--- src/cps_consts.vh ---
// Constants for the charger protection supervisor
`ifndef CPS_CONSTS_VH
`define CPS_CONSTS_VH
`define CPS_CLK_MHZ 250
`define CPS_OFF_CHG_CURRENT 8'h14
`define CPS_CHG_CURRENT_RST 16'h0000
`define CPS_CHG_CURRENT_MIN 16'h0080
`define CPS_CHG_CURRENT_MAX 16'h1F80
`define CPS_TRICKLE_MA 16'h00DC
`define CPS_LOW_LIMIT_MA 16'h0CE4
`define CPS_FIXED_OC_MA 16'h1388
`define CPS_SHORT_PAUSE_US 2000
`define CPS_SHORT_PAUSE_CYC (40'd2000 * 40'd250)
`define CPS_SS_STEP_US 1600
`define CPS_SS_STEP_CYC (40'd1600 * 40'd250)
`define CPS_SS_STEPS 4'h8
`define CPS_TIMEOUT_S 170
`define CPS_TIMEOUT_CYC (40'd170 * 40'd250000000)
`endif

--- src/cps_step_timer.v ---
// Down counter that raises a pulse when a programmed count expires
`timescale 1ns/10ps
module cps_step_timer #(
	parameter WIDTH = 40
) (
	// Clock and reset
	input wire mclk,
	input wire rst_b,
	// Control
	input wire start,
	input wire [WIDTH-1:0] load_val,
	// Status
	output reg running_q,
	output reg done_q
);
	reg [WIDTH-1:0] cnt_q;
	always @(posedge mclk or negedge rst_b) begin
		if (!rst_b) begin
			cnt_q <= {WIDTH{1'b0}};
			running_q <= 1'b0;
			done_q <= 1'b0;
		end else begin
			done_q <= 1'b0;
			if (start) begin
				cnt_q <= load_val;
				running_q <= 1'b1;
			end else if (running_q) begin
				if (cnt_q <= {{(WIDTH-1){1'b0}}, 1'b1}) begin
					running_q <= 1'b0;
					done_q <= 1'b1;
				end else begin
					cnt_q <= cnt_q - {{(WIDTH-1){1'b0}}, 1'b1};
				end
			end
		end
	end
endmodule

--- src/cps_supervisor.v ---
// Charger protection and enable supervisor
`timescale 1ns/10ps
`include "cps_consts.vh"
// Function
// - Low-side off when charge sense below 10mV; clear at next cycle start.
// - High-side over 10A peak latches high-side off until next cycle.
// - Stop high-side while average current over 5A if programmed current below 3300mA, else over 145%; auto resume.
// - Inhibit switching above 104% setpoint, resume below 102%.
// - Output discharge sink enabled only while charging.
// - Battery below 3.6V flags short, halts 2ms, then soft-starts.
// - After short restart, 220mA trickle if battery below 2.5V, else programmed.
// - Hold trickle until battery above 2.7V, then use register 0x14 value.
// - Input current monitor grounded until supply over 4.5V and detect over 0.6V.
// - Bus accepted only with bus bias above 2.5V and reference valid.
// - Reference off below 4V; on when supply over 4.5V and detect over 0.6V.
// - Gate supply on with supply over 4.5V, detect over 2.4V, enable high.
// - Gate supply off during thermal shutdown.
// - Input alarm released while monitor below threshold, else pulled low.
// - Adapter-good released when detect above 2.4V, else pulled low.
// - Off above 155C until below 135C, then gate supply and soft-start.
// - Terminate if no voltage or current command within 170s; commands restart.
// - Ramp current limit to programmed value in eight 1.6ms steps.
// - Stop charging when any programmed setting is out of range.
module cps_supervisor #(
	parameter [39:0] SHORT_PAUSE_CYC = `CPS_SHORT_PAUSE_CYC,
	parameter [39:0] SS_STEP_CYC = `CPS_SS_STEP_CYC,
	parameter [39:0] TIMEOUT_CYC = `CPS_TIMEOUT_CYC
) (
	// Clock and reset
	input wire mclk,
	input wire rst_b,
	// Switching cycle timing
	input wire cycle_start,
	input wire lowside_on_req,
	input wire highside_on_req,
	// Protection comparator flags, synchronous single bits
	input wire sense_below_ucp,
	input wire highside_peak_oc,
	input wire avg_above_145pct,
	input wire avg_above_5a,
	input wire fb_above_104pct,
	input wire fb_below_102pct,
	input wire fb_below_3v6,
	input wire fb_below_2v5,
	input wire fb_above_2v7,
	input wire temp_above_155c,
	input wire temp_below_135c,
	// Supply and detect flags
	input wire supply_above_4v5,
	input wire supply_below_4v,
	input wire detect_above_0v6,
	input wire detect_above_2v4,
	input wire bus_bias_above_2v5,
	input wire ref_regulated,
	input wire charge_enable,
	input wire monitor_below_threshold,
	input wire other_ok,
	// Register port from the bus logic
	input wire reg_wr,
	input wire [7:0] reg_addr,
	input wire [15:0] reg_wdata,
	input wire voltage_cmd_wr,
	input wire voltage_in_range,
	input wire input_limit_in_range,
	output reg [15:0] reg_rdata,
	// Drive and status outputs
	output wire lowside_gate,
	output wire highside_gate,
	output reg discharge_sink_en,
	output reg ref_supply_en,
	output reg gate_drive_supply_en,
	output reg monitor_active,
	output reg bus_accept,
	output wire input_current_alarm_o,
	output reg input_current_alarm_oe,
	output wire adapter_good_o,
	output reg adapter_good_oe,
	output reg battery_short,
	output reg thermal_shutdown,
	output reg timed_out,
	output reg [15:0] current_limit_ma
);
	localparam ST_IDLE = 2'd0;
	localparam ST_PAUSE = 2'd1;
	localparam ST_RAMP = 2'd2;
	localparam ST_RUN = 2'd3;
	reg [1:0] state_q;
	reg [15:0] chg_current_q;
	reg ls_latch_q, hs_latch_q, ov_q, trickle_q, got_v_q, got_i_q;
	reg [3:0] step_q;
	reg charging;
	wire cur_in_range;
	wire chg_ok;
	wire [15:0] target;
	wire [16:0] ramp_prod;
	wire pause_done, step_done, tmo_done;
	wire cur_wr;
	function in_range;
		input [15:0] v;
		begin
			in_range = (v >= `CPS_CHG_CURRENT_MIN) && (v <= `CPS_CHG_CURRENT_MAX);
		end
	endfunction
	assign cur_wr = reg_wr && (reg_addr == `CPS_OFF_CHG_CURRENT);
	assign cur_in_range = in_range(chg_current_q);
	assign chg_ok = charge_enable && gate_drive_supply_en && !thermal_shutdown && !timed_out &&
		cur_in_range && voltage_in_range && input_limit_in_range && other_ok && !ov_q;
	assign target = trickle_q ? `CPS_TRICKLE_MA : chg_current_q;
	assign ramp_prod = {1'b0, target} * {13'd0, step_q} / 17'd8;
	// Register and status flops
	always @(posedge mclk or negedge rst_b) begin
		if (!rst_b) begin
			chg_current_q <= `CPS_CHG_CURRENT_RST;
			reg_rdata <= 16'h0000;
			ls_latch_q <= 1'b0;
			hs_latch_q <= 1'b0;
			ov_q <= 1'b0;
			thermal_shutdown <= 1'b0;
			trickle_q <= 1'b0;
			got_v_q <= 1'b0;
			got_i_q <= 1'b0;
			timed_out <= 1'b0;
			discharge_sink_en <= 1'b0;
			ref_supply_en <= 1'b0;
			gate_drive_supply_en <= 1'b0;
			monitor_active <= 1'b0;
			bus_accept <= 1'b0;
			input_current_alarm_oe <= 1'b0;
			adapter_good_oe <= 1'b1;
			current_limit_ma <= 16'h0000;
		end else begin
			bus_accept <= bus_bias_above_2v5 && ref_regulated;
			if (cur_wr && bus_accept)
				chg_current_q <= reg_wdata;
			reg_rdata <= (reg_addr == `CPS_OFF_CHG_CURRENT) ? chg_current_q : 16'h0000;
			if (sense_below_ucp && lowside_on_req)
				ls_latch_q <= 1'b1;
			else if (cycle_start)
				ls_latch_q <= 1'b0;
			if (highside_peak_oc)
				hs_latch_q <= 1'b1;
			else if (cycle_start)
				hs_latch_q <= 1'b0;
			if (fb_above_104pct)
				ov_q <= 1'b1;
			else if (fb_below_102pct)
				ov_q <= 1'b0;
			if (temp_above_155c)
				thermal_shutdown <= 1'b1;
			else if (temp_below_135c)
				thermal_shutdown <= 1'b0;
			if (fb_below_2v5 && state_q == ST_PAUSE && pause_done)
				trickle_q <= 1'b1;
			else if (fb_above_2v7)
				trickle_q <= 1'b0;
			if (tmo_done) begin
				timed_out <= 1'b1;
				got_v_q <= 1'b0;
				got_i_q <= 1'b0;
			end else if (timed_out) begin
				if (voltage_cmd_wr && bus_accept)
					got_v_q <= 1'b1;
				if (cur_wr && bus_accept)
					got_i_q <= 1'b1;
				if (got_v_q && got_i_q)
					timed_out <= 1'b0;
			end
			discharge_sink_en <= charging;
			if (supply_below_4v)
				ref_supply_en <= 1'b0;
			else if (supply_above_4v5 && detect_above_0v6)
				ref_supply_en <= 1'b1;
			gate_drive_supply_en <= supply_above_4v5 && detect_above_2v4 && charge_enable &&
				!thermal_shutdown && !(temp_above_155c);
			monitor_active <= supply_above_4v5 && detect_above_0v6;
			input_current_alarm_oe <= !monitor_below_threshold;
			adapter_good_oe <= !detect_above_2v4;
			current_limit_ma <= (state_q == ST_RAMP) ? ramp_prod[15:0] :
				(state_q == ST_RUN) ? target : 16'h0000;
		end
	end
	assign input_current_alarm_o = 1'b0;
	assign adapter_good_o = 1'b0;
	// Charge sequence: pause on short, ramp, run
	always @(posedge mclk or negedge rst_b) begin
		if (!rst_b) begin
			state_q <= ST_IDLE;
			step_q <= 4'h0;
			battery_short <= 1'b0;
		end else begin
			case (state_q)
				ST_IDLE: begin
					step_q <= 4'h1;
					if (chg_ok)
						state_q <= ST_RAMP;
				end
				ST_PAUSE: begin
					if (pause_done) begin
						battery_short <= 1'b0;
						step_q <= 4'h1;
						state_q <= ST_RAMP;
					end
				end
				ST_RAMP, ST_RUN: begin
					if (!chg_ok) begin
						state_q <= ST_IDLE;
					end else if (fb_below_3v6) begin
						battery_short <= 1'b1;
						state_q <= ST_PAUSE;
					end else if (state_q == ST_RAMP && step_done) begin
						if (step_q == `CPS_SS_STEPS)
							state_q <= ST_RUN;
						else
							step_q <= step_q + 4'h1;
					end
				end
				default: state_q <= ST_IDLE;
			endcase
		end
	end
	always @* begin
		charging = (state_q == ST_RAMP) || (state_q == ST_RUN);
	end
	assign lowside_gate = charging && !ov_q && lowside_on_req && !ls_latch_q;
	assign highside_gate = charging && !ov_q && highside_on_req && !hs_latch_q && !highside_peak_oc &&
		!((chg_current_q < `CPS_LOW_LIMIT_MA) ? avg_above_5a : avg_above_145pct);
	cps_step_timer u_pause (
		.mclk(mclk),
		.rst_b(rst_b),
		.start(charging && chg_ok && fb_below_3v6),
		.load_val(SHORT_PAUSE_CYC[39:0]),
		.running_q(),
		.done_q(pause_done)
	);
	cps_step_timer u_step (
		.mclk(mclk),
		.rst_b(rst_b),
		.start((state_q != ST_RAMP) || (step_done && step_q != `CPS_SS_STEPS)),
		.load_val(SS_STEP_CYC[39:0]),
		.running_q(),
		.done_q(step_done)
	);
	cps_step_timer u_tmo (
		.mclk(mclk),
		.rst_b(rst_b),
		.start(bus_accept && (voltage_cmd_wr || cur_wr)),
		.load_val(TIMEOUT_CYC),
		.running_q(),
		.done_q(tmo_done)
	);
endmodule

--- config.mk ---
export PLATFORM = sky130hd
export DESIGN_NAME = cps_supervisor
export DESIGN_NICKNAME = d
export VERILOG_FILES = /design/src/cps_step_timer.v /design/src/cps_supervisor.v
export VERILOG_INCLUDE_DIRS = /design/src
export SDC_FILE = /design/constraint.sdc
export NUM_CORES = 1
export LEC_CHECK = 0
export BUFFER_PORTS_ARGS = -buffer_cell sky130_fd_sc_hd__clkbuf_2
export CAP_MARGIN = 20
export CORE_MARGIN = 8
export CORE_UTILIZATION = 65
export CTS_CLUSTER_SIZE = 28
export DETAILED_ROUTE_END_ITERATION = 16
export HOLD_SLACK_MARGIN = 0.12
export PLACE_DENSITY = 0.91
export RECOVER_POWER = 50
export SYNTH_ARGS = -nofsm -noshare
export SYNTH_HDL_FRONTEND = slang
export SYNTH_SLANG_ARGS = --single-unit
--- constraint.sdc ---
create_clock -name mclk -period 7.86 [get_ports mclk]
set_input_delay 0.393 -clock mclk [delete_from_list [all_inputs] [get_ports mclk]]
set_output_delay 0.393 -clock mclk [all_outputs]
set_load 0.02 [all_outputs]
### Yosys cells after proc, flatten, opt, wreduce, memory -nomap -nowiden

Index checks and enable logic that the tools add are counted.

| storage, ports and cells | value |
|---|---|
| register bits after elaboration | 196 |
| input port bits | 53 |
| output and inout bits | 46 |
| word-level logic and storage cells | 199 |

| operators by class | value |
|---|---|
| $add $sub $neg | 4 |
| multipliers | 1 |
| magnitude comparators | 6 |
| eq/ne operators | 19 |
| multiplexer cells | 69 |
| reduce and logical (&&, ||, !) cells | 70 |

Operators with widths:

| cell | count |
|---|---|
| 40-bit 2-to-1 mux | 9 |
| 40-bit by 1-bit <= comparator with 1-bit output (second input constant) | 3 |
| 40-bit by 1-bit subtractor with 40-bit output (second input constant) | 3 |
| 16-bit 2-to-1 mux | 4 |
| 1-bit 2-to-1 mux | 42 |
| 1-bit logical AND | 34 |
| 2-bit nonzero test | 13 |
| 4-bit 2-to-1 mux | 5 |
| 16-bit by 4-bit multiplier with 17-bit output | 1 |
| 16-bit by 8-bit >= comparator with 1-bit output (second input constant) | 1 |
| 16-bit by 13-bit <= comparator with 1-bit output (second input constant) | 1 |
| 16-bit by 12-bit < comparator with 1-bit output (second input constant) | 1 |
| 2-bit inequality test (second input constant) | 7 |
| 2-bit 2-to-1 mux | 6 |
| 4-bit inequality test (second input constant) | 3 |
| 4-bit case mux with 3 select lines | 1 |
| 1-bit zero test | 10 |
| 2-bit AND reduction | 5 |
| 8-bit by 5-bit equality test with 1-bit output (second input constant) | 1 |
| 2-bit by 1-bit inequality test with 1-bit output (second input constant) | 4 |
| 4-bit AND reduction | 2 |
| 2-bit case mux with 3 select lines | 1 |
| 5-bit AND reduction | 1 |
| 4-bit by 1-bit adder with 4-bit output (second input constant) | 1 |
| other kinds (7) | 10 |

### Logic depth before layout (Yosys ltp)

| depth | value |
|---|---|
| word-level depth | 12 |
| gate-level depth with buffers | 17 |
| mapped depth without buffers | 15 |

### Hierarchy

A second synthesis with hierarchy kept.

| second synthesis, totals | value |
|---|---|
| cells, all modules | 1495 |
| area total of the unflattened synthesis | 13414.1 µm² |

By module, submodules not included:

| module | instances | cells each | area each (µm²) | sequential area each (µm²) |
|---|---|---|---|---|
| cps_step_timer | 3 | 340 | 2902.8 | 1051.0 |
| cps_supervisor | 1 | 475 | 4705.8 | 1752.9 |

### Worst setup path before layout

OpenSTA, ideal clock, no wires.

| timing path | value |
|---|---|
| path type | reg-to-reg |
| start point | register trickle_q |
| end point | register current_limit_ma[13] |
| setup time | 120 ps |
| arrival | 3919 ps |
| data required time | 7740 ps |
| setup slack | 3821 ps |
| cell stages (with the launch flop) | 18 |
| buffers on the path | 2 |
| clock period less this slack | 4039 ps |
| path through | dfrtp_1 -> clkbuf_1 -> clkbuf_1 -> nor2_1 -> nor2b_1 -> fa_1 -> inv_1 -> fa_1 -> inv_1 -> ha_1 -> nor2b_1 -> o31a_1 -> o211ai_1 -> a21oi_1 -> o31ai_1 -> o21ai_0 -> xnor2_1 -> o211a_1 |

| between the ends | value |
|---|---|
| cells in the longest elaborated chain, start to end | 3 |
| elaborated cells on any way between the ends | 4 |
| classes of those cells | mul (1); mux (3) |

Ends and longest elaborated chain:

| element | RTL line | RTL |
|---|---|---|
| start: declaration | cps_supervisor.v:89 | `reg ls_latch_q, hs_latch_q, ov_q, trickle_q, got_v_q, got_i_q;` |
| start signal: assignment | cps_supervisor.v:119 | `trickle_q <= 1'b0;` |
| start signal: assignment | cps_supervisor.v:153 | `trickle_q <= 1'b1;` |
| start signal: assignment | cps_supervisor.v:155 | `trickle_q <= 1'b0;` |
| 16-bit 2-to-1 mux (*) | cps_supervisor.v:108 | `` assign target = trickle_q ? `CPS_TRICKLE_MA : chg_current_q; `` |
| 16-bit by 4-bit multiplier with 17-bit output / 16-bit 2-to-1 mux (equally long branches) | cps_supervisor.v:109, cps_supervisor.v:179 |  |
| 16-bit 2-to-1 mux (*) | cps_supervisor.v:178 | `current_limit_ma <= (state_q == ST_RAMP) ? ramp_prod[15:0] :` |
| end signal: assignment | cps_supervisor.v:178 |  |
| end: declaration | cps_supervisor.v:81 | `output reg [15:0] current_limit_ma` |

Mark *: on every way between the ends. The rest lies on a longest branch, timed or not.
A chain may end at the register's enable or synchronous reset.

### Worst setup path after layout

Ends and elaborated chain as after synthesis.

==> run summary <==
Placeable Area = 16500 sq um
Top cells by area, synth = dfrtp_1, fa_1, xnor2_1, nor2_1, xor2_1
Fin crit share = 62.5%
CP Capture Type = flop
Syn-to-layout area delta = 11.7%
Final instance area = 12100 sq um
Netlist cell types = 74
Final #Nets = 1318
Fin Clk Skew = 0.0118 ns
Layout cell share with drive strength beyond 1 = 10.7%
Wire per inst = 17.3 microns
Final Hold Viols = 0
Worst reg2reg path depth = 15
Total CTS buffers = 17
Finished Layout Cells = 1449
DIE AREA = 21100 sq um
Multi-input gate area in the final layout = 5490 sq um
CP startpoint = trickle_q
Vias in the first global route = 8646
Worst-path clk slew = 0.07 ns
Worst path cell trace = nor2b_1 > and2_1 > fa_1 > inv_1 > fa_1 > inv_1 > ha_1 > nor2b_1 > o31a_1 > o211ai_1 > a21oi_1 > o31ai_1 > o21ai_0 > xnor2_1 > o211a_1
Flop2flop setup slack = 2.95 ns
WP buf/inv = 2
Synth area leader = dfrtp_1
Largest net degree at the start of global routing = 121
DP Area = 11500 sq um
Final min period = 4.91 ns
Drt first pass iters = 6
Drt total wl = 25.1 mm
Mapped Cells = 1128
Maximum net fanout on the critical path = 32
Post-route ant nets = 0
Worst ir drop on vdd = 0.176 mV
Initial antenna violation count = 1
Unrepaired setup endpoints after global routing = false
Avg Synthesized Cell Area = 9.61 sq um
Clock buffer depth = 2
Synth Area in Simple Gates = 23.9%
Max cap viols = 1
Post-synth ARST share = 100%
Register area = 4910 sq um
Effective utilization at floorplan = 65.8%
Post-synthesis xor/xnor area fraction = 8.65%
Starting DRT DRC Count = 974
Drt drc = 0
CP max stage delay = 1.02 ns
CTS tree = yes
Via density per instance = 5.96
HPWL Detailed = 17.0 mm
Sequential area share after synthesis = 45.3%
Failing checks = capacitance limit, slew limit
Relative slew slack = -163%
Largest family of logic cells by synthesized area = simple AND/OR/NAND/NOR gates
Post-synth EDFFs = 0
H-tree levels = 4
WP depth = 15
Synth Area in Compound Gates = 8.50%
Setup TNS = 0 ns
Crit path capture = current_limit_ma[13]
Worst r2r src = trickle_q
Crit-path slowest cell = dfrtp_1
Number of buffers added on ports = 96
Die Ht = 145 microns
Setup WS pre-CTS = 3.03 ns
CP Class = flop to flop
CTS sink count = 196
First-pass GRT wire length = 41.9 mm
Die W = 145 microns
#FFs+latches synth = 196
Data required time of the worst path = 8.19 ns
Lkg Pwr = 5.51 nW
Mapped Area = 10800 sq um
Gr usage total = 24.0%
Vias = 8633
Grt ovf = 0
Number of fillers in the final layout = 1122
Final Setup Violations = 0
Clock Root Buffer = clkbuf_16
Placer congestion estimate = 0.878
Hold WS = 0.133 ns
Pwr dens = 175 nW/um^2
Mux share of post-synthesis cell area = 1.77%
Final setup margin = 2.95 ns
YS warnings = 0
Boundary Pins = 99
Synth Flop Type = dfrtp_1
Outcome = finished with violations
Worst setup SP type = flop
Synth Area in Adders = 7.64%
Max-slew violation count = 78
Hold crit path type = primary input to flop
Slew @ Worst Pin = 3.95 ns
Cells after DPL = 1409
CP arrival = 5.24 ns
CP delay by family, top = adder cells
Setup Buffers After CTS = 0
FMAX = 203 MHz
Worst-skew pair later-pin latency = 0.44 ns
Cell Rows = 47
Top-area cell type share of the netlist area = 45.0%
FF-to-FF End = current_limit_ma[13]
cell usage in the layout, fill, tap and decap left out, drive strengths merged, types with 5 or more instances in the layout:
cell type,netlist,final
nand3b,6,6
nor4,27,27
o21a,6,6
and2,34,34
a31oi,7,7
clkbuf,34,116
or4,22,22
nand3,24,24
xor2,46,46
and3,26,26
dfrtp,195,195
dlygate4sd3,0,6
a21oi,33,33
or2,6,6
o2111ai,7,7
ha,23,23
inv,70,74
clkinv,1,7
buf,7,5
o21ai,58,58
fa,27,27
nor2b,24,24
nand2,89,89
nor2,138,138
a21o,6,6
or3,27,27
nand2b,11,11
mux2,17,17
xnor2,61,61
a211oi,5,5
nor3,38,38
o31ai,5,5
cell type report:
cell class,count,share of cell area (%)
clock inverters,14,1.45
clock buffers,18,3.55
well taps,220,2.27
flip-flops and latches,196,40.5
inverters,71,2.20
multi-input cells,820,45.4
diodes,1,0.0207
repair buffers,109,4.61
report_power, final:
| group | switching, mW | internal (mW) | total, mW |
|---|---|---|---|
| Combinational | 0.0906 | 0.0615 | 0.152 |
| Sequential | 0.0307 | 1.04 | 1.07 |
| Clock | 0.417 | 0.480 | 0.897 |
repair_timing:
item                      CTS  global route
gates resized for setup     0             0
hold buffers                6             0
hold endpoints to repair   15             0
through the flow:
stage	util (%)	power [mW]
after global routing	73.5	2.19
final	73.5	2.12
after global placement	69.7	1.23
after floorplan	-	1.17
after detailed placement	69.7	1.23
after CTS	73.7	2.12
cell usage after synthesis, types with 5 or more instances:
master / instances
nor2b_1: 23
mux2_2: 17
o31ai_1: 5
nand2_1: 88
clkbuf_1: 34
nand3b_1: 6
o21ai_0: 55
and2_1: 33
or3_1: 24
inv_1: 70
or2_2: 5
nor2_1: 138
o21a_1: 6
a21oi_1: 33
o2111ai_1: 7
xor2_1: 46
a31oi_1: 7
dfrtp_1: 195
or4_1: 17
nand3_1: 24
or4_4: 5
a21o_1: 6
nand2b_1: 11
nor4_1: 27
and3_1: 25
fa_1: 27
ha_1: 23
nor3_1: 36
xnor2_1: 61
registers in the layout, indices dropped and copies added (netlist names), 2 cells and up:
signal            count
step_q                4
current_limit_ma     16
reg_rdata            16
u_tmo.cnt_q          40
u_pause.cnt_q        40
state_q               2
chg_current_q        16
u_step.cnt_q         40
cells by family after synthesis:
logic type,after synthesis
multiplexers,17
adder cells (fa/ha/maj),50
other,1
AND/OR/NAND/NOR,495
XOR/XNOR,107
buffers and inverters,113
AO/OA/AOI/OAI,149
flip-flops,196
metal layers:
metal	share of wire [%]	wire, microns	GRT usage (%)	vias up
li1	-	-	-	4005
met1	41	10300	30.0	4184
met2	49	12300	39.8	373
met3	6.9	1740	5.60	71
met4	2.7	673	9.53	0
met5	0	0	0	-
how the worst min path moves through the flow:
stage	start	endpoint	slack, ns	depth (start not counted)
2_1_floorplan	rst_b	battery_short	0.1	0
3_5_place_dp	u_tmo.done_q	got_v_q	0.45	1
6_report	fb_above_104pct	ov_q	0.13	2
4_1_cts	fb_above_104pct	ov_q	0.12	2
3_3_place_gp	u_tmo.done_q	got_i_q	0.45	1
5_1_grt	fb_above_104pct	ov_q	0.12	2
worst reg2reg max path, stage by stage (launching register included):
cell,delay [ns]
dfrtp_1,1.02
nor2b_1,0.31
and2_1,0.28
fa_1,0.54
inv_1,0.06
fa_1,0.54
inv_1,0.04
ha_1,0.34
nor2b_1,0.16
o31a_1,0.28
o211ai_1,0.23
a21oi_1,0.13
o31ai_1,0.34
o21ai_0,0.17
xnor2_1,0.14
o211a_1,0.21
Power figures use the tool's default switching activity.
